**src/verilog/vsac_pkg.sv**
```systemverilog
// Constants, field layouts and carrier types of the VME slave address and chain logic
package vsac_pkg;

    localparam logic [5:0] AM_A24_LO = 6'h38;
    localparam logic [5:0] AM_A24_HI = 6'h3F;
    localparam logic [5:0] AM_A32_LO = 6'h08;
    localparam logic [5:0] AM_A32_HI = 6'h0F;

    localparam logic [15:0] OFS_CHAIN_ADDR = 16'h1010;
    localparam logic [15:0] OFS_CHAIN_CTRL = 16'h1012;
    localparam logic [15:0] OFS_GEO = 16'h101E;
    localparam logic [15:0] OFS_BUF_HI = 16'h0FFF;

    localparam logic [7:0] CHAIN_ADDR_RST = 8'hAA;
    localparam logic [1:0] CHAIN_CTRL_RST = 2'h0;
    localparam logic [4:0] GEO_RST = 5'h00;
    localparam int CTRL_LAST_BIT = 0;
    localparam int CTRL_FIRST_BIT = 1;

    localparam int CLK_HZ = 20_000_000;
    localparam int CFG_TIME_MS = 1000;
    localparam int CFG_CYCLES = CFG_TIME_MS * (CLK_HZ / 1000);

    localparam logic [11:0] WIN_WIDTH_RST = 12'h014;
    localparam logic [15:0] WIN_OFFSET_RST = 16'hFFD8;
    localparam logic [11:0] EXTRA_SEARCH_RST = 12'h008;
    localparam logic [11:0] REJECT_MARGIN_RST = 12'h004;
    localparam logic [1:0] EDGE_LEADING = 2'h1;
    localparam logic [1:0] RES_100PS = 2'h2;
    localparam logic [1:0] DEAD_5NS = 2'h0;
    localparam logic [2:0] FIFO_256 = 3'h7;
    localparam logic [3:0] HITS_NO_LIMIT = 4'hF;

    typedef struct packed {
        logic trig_match;
        logic [11:0] win_width;
        logic [15:0] win_offset;
        logic [11:0] extra_search;
        logic [11:0] reject_margin;
        logic [1:0] edge_mode;
        logic [1:0] resolution;
        logic [1:0] dead_time;
        logic [2:0] fifo_size;
        logic [3:0] hit_limit;
        logic [127:0] chan_en;
    } vsac_tdc_cfg_t;

    localparam vsac_tdc_cfg_t TDC_CFG_RST = '{
        trig_match: 1'b0, win_width: WIN_WIDTH_RST, win_offset: WIN_OFFSET_RST,
        extra_search: EXTRA_SEARCH_RST, reject_margin: REJECT_MARGIN_RST,
        edge_mode: EDGE_LEADING, resolution: RES_100PS, dead_time: DEAD_5NS,
        fifo_size: FIFO_256, hit_limit: HITS_NO_LIMIT, chan_en: {128{1'b1}}};

    typedef struct packed {
        logic [31:0] addr;
        logic [5:0] am;
        logic as_b;
        logic ds_b;
        logic write_b;
        logic [15:0] data;
        logic iackin_b;
        logic berr_b;
        logic [15:0] sw;
    } vsac_pin_t;

    localparam vsac_pin_t PIN_RST = '{
        addr: 32'h0000_0000, am: 6'h00, as_b: 1'b1, ds_b: 1'b1, write_b: 1'b1,
        data: 16'h0000, iackin_b: 1'b1, berr_b: 1'b1, sw: 16'h0000};

endpackage : vsac_pkg

```
**src/verilog/vsac_top.sv**
```systemverilog
// VME slave address recognition, chain registers, token and power-up indicators
// Requirements
// RQ1 - Base addressing accepts A24 modifier codes 0x3F down to 0x38.
// RQ2 - Base addressing accepts A32 modifier codes 0x0F down to 0x08.
// RQ3 - Base address moves in 64 KB steps over the whole A24 or A32 space.
// RQ4 - Base address comes from four rotary hex switches, never from software.
// RQ5 - The shared chain address answers A32 modifier codes only.
// RQ6 - One write to the chain address updates registers on all boards; writes only.
// RQ7 - Chained reads are block transfers to the shared address, buffer only.
// RQ8 - Chain top address byte is a register, 0xAA after reset, equal chain-wide.
// RQ9 - Chain access: programmed byte on A31-24, zero on A23-16, offset below.
// RQ10 - Token comes in on IACKIN, leaves on IACKOUT; only its holder moves data.
// RQ11 - Flags: none inactive, last only last, first only first, both intermediate.
// RQ12 - Both chain flags clear after reset, so the board sits out.
// RQ13 - Software marks exactly one first and exactly one last board per chain.
// RQ14 - Software loads the slot number used in header and trailer top 5 bits.
// RQ15 - No empty slots between chained boards unless the crate bridges IACK.
// RQ16 - Separate chains in one crate need separate top address bytes.
// RQ17 - Power-up clears the output buffer and loads register defaults.
// RQ18 - Converters start unmatched, window 0x14, offset 0xFFD8, search 0x8, reject 0x4.
// RQ19 - Converters start leading edge, 100 ps, 5 ns dead time, FIFO 256, all on.
// RQ20 - Software reprograms the board after power-up or hardware reset.
// RQ21 - Full, error and data-ready lamps light while configuring, then go dark.
// RQ22 - Last board signals bus error after its final chained word.
// RQ23 - Unrecognised modifier or address leaves the bus alone.
`timescale 1ns/1ps
`default_nettype none

module vsac_top #(
    parameter int CFG_CYCLES = vsac_pkg::CFG_CYCLES
) (
    input wire logic clk,
    input wire logic rst_b,
    input wire logic en,
    input wire logic [31:0] vme_addr,
    input wire logic [5:0] vme_am,
    input wire logic vme_as_b,
    input wire logic vme_ds_b,
    input wire logic vme_write_b,
    input wire logic [31:0] vme_data_i,
    output logic [31:0] vme_data_o,
    output logic vme_data_oe,
    output logic vme_dtack_oe,
    input wire logic vme_berr_i_b,
    output logic vme_berr_oe,
    input wire logic vme_iackin_b,
    output logic vme_iackout_b,
    input wire logic [15:0] base_sw,
    input wire logic [31:0] buf_word,
    input wire logic buf_empty,
    input wire logic buf_evt_end,
    input wire logic buf_full,
    input wire logic tdc_error,
    output logic buf_pop,
    output logic buf_clear,
    output logic tdc_load,
    output vsac_pkg::vsac_tdc_cfg_t tdc_cfg,
    output logic [4:0] geo_slot,
    output logic cfg_busy,
    output logic power_lamp,
    output logic full_lamp,
    output logic error_lamp,
    output logic data_ready_lamp
);

    localparam int CW = $clog2(CFG_CYCLES + 1);
    localparam logic [CW-1:0] CFG_LAST = CW'(CFG_CYCLES - 1);

    typedef enum logic [1:0] {ST_CFG, ST_IDLE, ST_ACK, ST_BERR} vsac_state_t;

    function automatic logic am_in(input logic [5:0] am, input logic [5:0] lo,
                                   input logic [5:0] hi);
        am_in = (am >= lo) && (am <= hi);
    endfunction : am_in

    vsac_pkg::vsac_pin_t pin_raw;
    vsac_pkg::vsac_pin_t p1_q;
    vsac_pkg::vsac_pin_t p2_q;
    vsac_state_t st_q;
    vsac_state_t st_d;
    logic [CW-1:0] cfg_cnt_q;
    logic [7:0] chain_addr_q;
    logic [1:0] chain_ctrl_q;
    logic [4:0] geo_q;
    logic passed_q;
    logic dtk_q;
    logic [31:0] rdata_q;
    logic drive_q;
    logic berr_seen_q;

    // Bus pins and switches go through the same two flops, so strobes and fields arrive in the same cycle
    assign pin_raw = '{
        addr: vme_addr, am: vme_am, as_b: vme_as_b, ds_b: vme_ds_b,
        write_b: vme_write_b, data: vme_data_i[15:0], iackin_b: vme_iackin_b,
        berr_b: vme_berr_i_b, sw: base_sw};

    wire logic strobe = !p2_q.as_b && !p2_q.ds_b;
    wire logic is_wr = !p2_q.write_b;
    wire logic [15:0] ofs = p2_q.addr[15:0];

    wire logic am_a24 = am_in(p2_q.am, vsac_pkg::AM_A24_LO, vsac_pkg::AM_A24_HI); // RQ1
    wire logic am_a32 = am_in(p2_q.am, vsac_pkg::AM_A32_LO, vsac_pkg::AM_A32_HI); // RQ2
    // Block codes have 11 or 00 in the low bits; the rest are data and program access
    wire logic am_blt = am_a32 && (p2_q.am[1:0] == 2'b11 || p2_q.am[1:0] == 2'b00); // RQ7

    // Switch pair 3..2 steers A31-24, pair 1..0 steers A23-16
    wire logic hit_a24 = am_a24 && (p2_q.addr[23:16] == p2_q.sw[7:0]); // RQ3 RQ4
    wire logic hit_a32 = am_a32 && (p2_q.addr[31:16] == p2_q.sw); // RQ3 RQ4
    wire logic hit_base = hit_a24 || hit_a32; // RQ23

    wire logic f_bit = chain_ctrl_q[vsac_pkg::CTRL_FIRST_BIT];
    wire logic l_bit = chain_ctrl_q[vsac_pkg::CTRL_LAST_BIT];
    wire logic active = f_bit || l_bit; // RQ11
    wire logic role_first = f_bit && !l_bit; // RQ11
    wire logic role_last = !f_bit && l_bit; // RQ11

    // Inactive boards never match the chain address, whatever the top byte holds
    wire logic hit_chain = active && am_a32 // RQ5
        && (p2_q.addr[31:24] == chain_addr_q) // RQ8 RQ9
        && (p2_q.addr[23:16] == 8'h00); // RQ9

    // The first board owns the token from the start, the others wait for IACKIN
    wire logic token = active && !passed_q && (role_first || !p2_q.iackin_b); // RQ10

    wire logic reg_ofs = (ofs == vsac_pkg::OFS_CHAIN_ADDR)
        || (ofs == vsac_pkg::OFS_CHAIN_CTRL) || (ofs == vsac_pkg::OFS_GEO);
    wire logic buf_ofs = (ofs <= vsac_pkg::OFS_BUF_HI);

    wire logic idle = (st_q == ST_IDLE);
    wire logic base_wr = idle && strobe && hit_base && is_wr && reg_ofs;
    wire logic base_rd = idle && strobe && hit_base && !is_wr && (reg_ofs || buf_ofs);
    wire logic mcst_wr = idle && strobe && hit_chain && is_wr && reg_ofs; // RQ6
    // Chained reads reach the buffer window only; register offsets stay silent
    wire logic cblt_rd = idle && strobe && hit_chain && !is_wr && am_blt // RQ7
        && token && buf_ofs; // RQ7 RQ10
    wire logic cblt_word = cblt_rd && !buf_empty;
    // Only the last board ends the chain; others just hand the token on
    wire logic cblt_end = cblt_rd && buf_empty && role_last; // RQ22
    wire logic cblt_skip = cblt_rd && buf_empty && !role_last; // RQ10
    wire logic reg_wr = base_wr || mcst_wr; // RQ6
    wire logic pop_base = base_rd && buf_ofs && !reg_ofs && !buf_empty;

    // Register read selection; the slot register is the fall-through case
    wire logic [15:0] reg_rd = (ofs == vsac_pkg::OFS_CHAIN_ADDR) ? {8'h00, chain_addr_q}
        : (ofs == vsac_pkg::OFS_CHAIN_CTRL) ? {14'h0000, chain_ctrl_q}
        : {11'h000, geo_q};
    wire logic [31:0] rdata_d = (cblt_word || !reg_ofs) ? buf_word : {16'h0000, reg_rd};

    // In a multicast write only the last board drives DTACK, avoiding a wired fight
    wire logic dtk_d = base_wr || base_rd || cblt_word || (mcst_wr && role_last);
    // Configuration ends on the last count, not one past it
    wire logic cfg_done = (cfg_cnt_q == CFG_LAST);

    // The bus is ignored until the configuration counter has run out
    always_comb begin
        st_d = st_q;
        case (st_q)
            ST_CFG: begin
                if (cfg_done) begin
                    st_d = ST_IDLE;
                end
            end
            ST_IDLE: begin
                if (cblt_end) begin
                    st_d = ST_BERR;
                end else if (dtk_d || mcst_wr) begin
                    st_d = ST_ACK;
                end
            end
            ST_ACK, ST_BERR: begin
                if (p2_q.ds_b) begin
                    st_d = ST_IDLE;
                end
            end
            default: begin
                st_d = ST_IDLE;
            end
        endcase
    end

    always_ff @(posedge clk or negedge rst_b) begin
        if (!rst_b) begin
            // Switches share these flops; they may be turned while powered
            p1_q <= vsac_pkg::PIN_RST;
            p2_q <= vsac_pkg::PIN_RST;
        end else if (en) begin
            p1_q <= pin_raw;
            p2_q <= p1_q;
        end
    end

    always_ff @(posedge clk or negedge rst_b) begin
        if (!rst_b) begin
            // The counter stops at its last value so the load pulse fires once
            st_q <= ST_CFG;
            cfg_cnt_q <= '0;
        end else if (en) begin
            st_q <= st_d;
            if (!cfg_done) begin
                cfg_cnt_q <= cfg_cnt_q + CW'(1);
            end
        end
    end

    // Registers return to defaults at reset; software must load them again
    always_ff @(posedge clk or negedge rst_b) begin
        if (!rst_b) begin
            chain_addr_q <= vsac_pkg::CHAIN_ADDR_RST; // RQ8 RQ17
            chain_ctrl_q <= vsac_pkg::CHAIN_CTRL_RST; // RQ12 RQ17
            geo_q <= vsac_pkg::GEO_RST; // RQ17
        end else if (en && reg_wr) begin
            if (ofs == vsac_pkg::OFS_CHAIN_ADDR) begin
                chain_addr_q <= p2_q.data[7:0]; // RQ8
            end
            if (ofs == vsac_pkg::OFS_CHAIN_CTRL) begin
                chain_ctrl_q <= p2_q.data[1:0]; // RQ11
            end
            if (ofs == vsac_pkg::OFS_GEO) begin
                geo_q <= p2_q.data[4:0]; // RQ14
            end
        end
    end

    // Token state clears when any board raises bus error, ending the chained read
    always_ff @(posedge clk or negedge rst_b) begin
        if (!rst_b) begin
            passed_q <= 1'b0;
            berr_seen_q <= 1'b0;
        end else if (en) begin
            berr_seen_q <= !p2_q.berr_b;
            if (!p2_q.berr_b || reg_wr) begin
                passed_q <= 1'b0;
            end else if (cblt_skip || (cblt_word && buf_evt_end)) begin
                passed_q <= 1'b1; // RQ10
            end
        end
    end

    always_ff @(posedge clk or negedge rst_b) begin
        if (!rst_b) begin
            // Answer and data stay latched until the master lifts its data strobe
            dtk_q <= 1'b0;
            drive_q <= 1'b0;
            rdata_q <= 32'h0000_0000;
        end else if (en) begin
            if (idle) begin
                dtk_q <= dtk_d;
                drive_q <= base_rd || cblt_word;
                rdata_q <= rdata_d;
            end else if (p2_q.ds_b) begin
                dtk_q <= 1'b0;
                drive_q <= 1'b0;
            end
        end
    end

    // Pass-through keeps the IACK chain alive for boards outside any chain
    always_ff @(posedge clk or negedge rst_b) begin
        if (!rst_b) begin
            vme_iackout_b <= 1'b1;
        end else if (en) begin
            vme_iackout_b <= active ? !passed_q : p2_q.iackin_b; // RQ10
        end
    end

    // Full, error and data-ready lamps stay lit for the whole configuration time
    always_ff @(posedge clk or negedge rst_b) begin
        if (!rst_b) begin
            full_lamp <= 1'b1;
            error_lamp <= 1'b1;
            data_ready_lamp <= 1'b1;
            power_lamp <= 1'b0;
        end else if (en) begin
            full_lamp <= (st_q == ST_CFG) || buf_full; // RQ21
            error_lamp <= (st_q == ST_CFG) || tdc_error; // RQ21
            data_ready_lamp <= (st_q == ST_CFG) || !buf_empty; // RQ21
            power_lamp <= 1'b1;
        end
    end

    always_ff @(posedge clk or negedge rst_b) begin
        if (!rst_b) begin
            // Pop is registered alongside the acknowledge and rises in the same cycle as DTACK
            buf_pop <= 1'b0;
            tdc_load <= 1'b0;
        end else if (en) begin
            buf_pop <= cblt_word || pop_base;
            tdc_load <= (st_q == ST_CFG) && cfg_done; // RQ18 RQ19
        end
    end

    // Converter defaults are fixed; software must reprogram them after every reset
    assign tdc_cfg = vsac_pkg::TDC_CFG_RST; // RQ18 RQ19
    assign buf_clear = (st_q == ST_CFG); // RQ17
    assign cfg_busy = (st_q == ST_CFG);
    assign geo_slot = geo_q;
    assign vme_data_o = rdata_q;
    // Data is released as soon as the strobe lifts, before the acknowledge drops
    assign vme_data_oe = drive_q && (st_q == ST_ACK) && !p2_q.ds_b;
    assign vme_dtack_oe = dtk_q && (st_q == ST_ACK); // RQ23
    // Held while the master keeps its strobe low, and after that until bus error shows on the line
    assign vme_berr_oe = (st_q == ST_BERR) && (!berr_seen_q || !p2_q.ds_b); // RQ22

endmodule : vsac_top

`default_nettype wire

```
**config.mk**
```make
export PLATFORM = sky130hd
export DESIGN_NAME = vsac_top
export DESIGN_NICKNAME = d
export VERILOG_FILES = /design/src/verilog/vsac_pkg.sv /design/src/verilog/vsac_top.sv
export SDC_FILE = /design/constraint.sdc
export NUM_CORES = 1
export LEC_CHECK = 0
export BUFFER_PORTS_ARGS = -buffer_cell sky130_fd_sc_hd__buf_2
export CAP_MARGIN = 5
export CELL_PAD_IN_SITES_DETAIL_PLACEMENT = 1
export CELL_PAD_IN_SITES_GLOBAL_PLACEMENT = 1
export CORE_UTILIZATION = 36
export CTS_BUF_LIST = sky130_fd_sc_hd__clkbuf_8
export DETAILED_ROUTE_END_ITERATION = 16
export PLACE_DENSITY_LB_ADDON = 0.2
export SYNTH_ARGS = -nofsm -noshare
export SYNTH_HDL_FRONTEND = slang
export SYNTH_SLANG_ARGS = --single-unit
```
**constraint.sdc**
```tcl
create_clock -name clk -period 2 [get_ports clk]
set_input_delay 0.1 -clock clk [delete_from_list [all_inputs] [get_ports clk]]
set_output_delay 0.1 -clock clk [all_outputs]
set_load 0.01 [all_outputs]
```
==> impl_metrics.tcl <==
set metrics [dict create \
    maxClockFrequency_mhz 424 \
    syn_area_mm2 0.0105 \
    cts.sinks 217 \
    postLayoutSetupSlackWorst_ns -0.360 \
    route.vias.total 7273 \
    final.setup_skew_ns 0.0271 \
    status "finished, violations left" \
    final-setup-viol-count 19 \
    design.portCount 373 \
    num_antenna_cells 0 \
    flow.area_growth_from_synthesis_pct 32.6 \
    main_combinational_cell_family_by_area_after_synthesis "multiplexers" \
    grt_pass1_wl_um 41000 \
    async_flop_share_pct 100 \
    htree_levels 2 \
    required_ns 2.41 \
    crit_end "chain_addr_q[2]" \
    clock-root-buffer "sky130_fd_sc_hd__clkbuf_8" \
    wl_per_cell_um 15.3 \
    critical_path_launch_point_type "flip-flop" \
    cts_made_buffers 41 \
    r2r_start "p2_q[60]" \
    fin_worst_hold_slack_ns 0.0931 \
    post_drt_via_cell_ratio 4.32 \
    gp_congestion 0.762 \
    fp.dieW_um 173 \
    synth-xor-area-share_pct 3.99 \
    cts_tree "done" \
    failing_checks "negative setup slack" \
    fraction_of_the_cycle_the_final_worst_path_needs_pct 118 \
    timing_hold_violations_final 0 \
    grt_antenna_before_repair 0 \
    timing.final.crit_period_ns 2.36 \
    cp_slowest_cell "sky130_fd_sc_hd__or4_4" \
    post_detailed_routing_wire_length_um 25800 \
    start_util_pct 36.6 \
    worst-endpoint-arrival_ns 2.77 \
    worstHoldPathType "in -> async" \
    top_count_cell_post_synth "sky130_fd_sc_hd__dfrtp_1" \
    io_buffers 153 \
    synthAdderAreaFrac_pct 0.237 \
    critical_path.startpoint "p2_q[60]" \
    detail_route.drc_violations 0 \
    synth_mux_area_share_pct 16.2 \
    floorplan.die_area_mm2 0.0300 \
    power_density_mw_per_mm2 933 \
    max-vdd-ir-drop_v 0.000484 \
    crit-reg2reg-capture "chain_addr_q[2]" \
    pin_count_of_the_biggest_net_entering_global_routing 55 \
    die_h_um 173 \
    max_stage_delay_ns 0.54 \
    critPathCaptureType "flip-flop" \
    worst_reg_to_reg_setup_slack_ns -0.36 \
    postSynthCellCount 907 \
    std_cell_rows 62 \
    postSynth.topFlopCell "sky130_fd_sc_hd__dfrtp_1" \
    rsz0062_at_grt "true" \
    synthTopCellsByCount "sky130_fd_sc_hd__dfrtp_1, sky130_fd_sc_hd__buf_4, sky130_fd_sc_hd__mux2_2" \
    synth-seq-area-share_pct 51.7 \
    drt-pass1-iter-count 4 \
    globalRouteOverflowTotal 0 \
    grt_pass1_vias 7661 \
    yosys.area.top_type "sky130_fd_sc_hd__dfrtp_1" \
    core_area_mm2 0.0288 \
    fill_cells 3181 \
    synth_enable_flop_cells 0 \
    clkSlewWorstSetupHoldPaths_ns 0.06 \
    slew-limit-headroom_pct 63.9 \
    worst-setup-path-type "reg -> reg" \
    worstPathMaxFanout 8 \
    syn-mean-instance-area_um2 11.6 \
    total_leakage_power_nw 6.67 \
    final_core_utilization_pct 48.6 \
    worstMarginPinSlew_ns 0.540 \
    fin_nets 1400 \
    critical_path.top_delay_family "simple AND/OR/NAND/NOR gates" \
    timing.critical_path.depth 7 \
    global_route.usage.total_pct 17.1 \
    max_clock_buf_depth 3 \
    synth-compound-area-share_pct 3.80 \
    syn_warnings 0 \
    cp.buffers_inverters 0 \
    critical_path.cell_chain "or4_4, nor4_2, and3_1, nand2_2, a21boi_4, nand3_4, mux2_4" \
    timing.reg2reg.worst_path_depth 7 \
    worst_skew_pair.late_latency_ns 0.54 \
    postRouteAntennaNets 0 \
    cap_viol_max_count 0 \
    drtIter0Drc 201 \
    maxSlewViolCount 0 \
    post_route_cells_drive_above_1_share_pct 40.3 \
    fraction_of_synthesized_cell_area_taken_by_the_top_area_cell_type_pct 47.2 \
    synth-simple-area-share_pct 8.84 \
    hpwl_after_detailed_placement_um 17600 \
    synthTopCellsByArea "sky130_fd_sc_hd__dfrtp_1, sky130_fd_sc_hd__buf_4, sky130_fd_sc_hd__mux2_2" \
    ys_seq_elements 217 \
    synth_cell_types 51 \
]
routing by layer:
layer	track usage, %	vias to the layer above	wire length [µm]
li1	-	3413	-
met1	20.9	3594	10700
met2	30.4	222	13300
met3	3.36	44	1250
met4	5.27	0	499
met5	0	-	0
cells in the final DEF (no fill, tap or decap), drive strengths merged, types with 3 or more instances in the layout:
master,instances
buf,245
a21oi,15
dfrtp,199
nand4,7
nor4bb,4
or4,3
nand3b,3
conb,194
clkbuf,57
nand2,81
a221oi,3
nor2,36
xor2,32
and3,7
o21ai,36
xnor2,16
inv,18
nor4,9
mux2,146
nor3,9
or3,3
dfstp,18
clkinv,6
mux2i,3
nand3,15
dlygate4sd3,105
a31oi,3
registers in the layout (all words and copies together) (netlist names), 2 cells and up:
name,count
cfg_cnt_q,25
chain_addr_q,8
chain_ctrl_q,2
geo_slot,5
ofs,16
p1_q,66
p2_q,50
st_q,2
vme_data_o,32
stage by stage:
step                      instances  cell area (µm²)  power [mW]  TNS [ns]  setup slack [ns]
final                          1682            14000        13.0     -5.38            -0.360
after CTS                      1674            13700        13.2     -5.59            -0.385
after detailed placement       1495            11700        8.42     -9.14            -0.444
after floorplan                1099            11300        7.41     -2.33            -0.171
after global routing           1682            14000        13.8     -8.66            -0.450
after global placement         1495            11700        8.34     -8.58            -0.415
power breakdown:
group	switching (mW)	internal (mW)	total, mW
Combinational	1.51	1.44	2.95
Clock	1.90	2.54	4.44
Sequential	0.470	5.19	5.66
Total	3.88	9.16	13.0
cell type report:
type | instances | area (µm²) | share of cell area, %
clock buffer | 57 | 785 | 5.61
clock inverter | 16 | 80.1 | 0.573
tap | 384 | 480 | 3.44
inverter | 8 | 30.0 | 0.215
timing repair buffer | 350 | 2670 | 19.1
sequential | 217 | 5450 | 39.0
multi-input combinational | 650 | 4490 | 32.1
worst reg2reg max path: cells and delay by family (launching register included):
kind,cells,cell delay (ns)
and+or+nand+nor,5,1.25
DFF,1,0.37
muxes,1,0.35
AOI/OAI and AO/OA,1,0.27
worst min-delay path by stage:
stage / slack [ns] / startpoint / cells after the start / to
2_1_floorplan: -0.20 / rst_b / 0 / berr_seen_q
3_3_place_gp: 0.06 / rst_b / 1 / cfg_cnt_q[19]
3_5_place_dp: 0.06 / rst_b / 1 / cfg_cnt_q[18]
4_1_cts: 0.08 / rst_b / 2 / cfg_cnt_q[19]
5_1_grt: 0.09 / rst_b / 2 / cfg_cnt_q[23]
6_report: 0.09 / rst_b / 2 / cfg_cnt_q[19]
what timing repair did:
action / CTS / global route
hold endpoints to repair: 308 / 0
setup buffers: 1 / 10
hold buffers: 105 / 0
endpoints found under the setup margin: 41 / 48
cloned: 0 / 0
pin swaps: 7 / 34
resized for setup: 17 / 46
cell families after synthesis:
| kind of cell | Yosys count |
|---|---|
| adder cells (fa/ha/maj) | 2 |
| AO/OA/AOI/OAI | 68 |
| multiplexers | 149 |
| AND/OR/NAND/NOR | 189 |
| XOR/XNOR | 48 |
| flip-flops | 217 |
| other | 2 |
| buffers and inverters | 232 |
No activity file was read; power rests on OpenSTA's default activity.
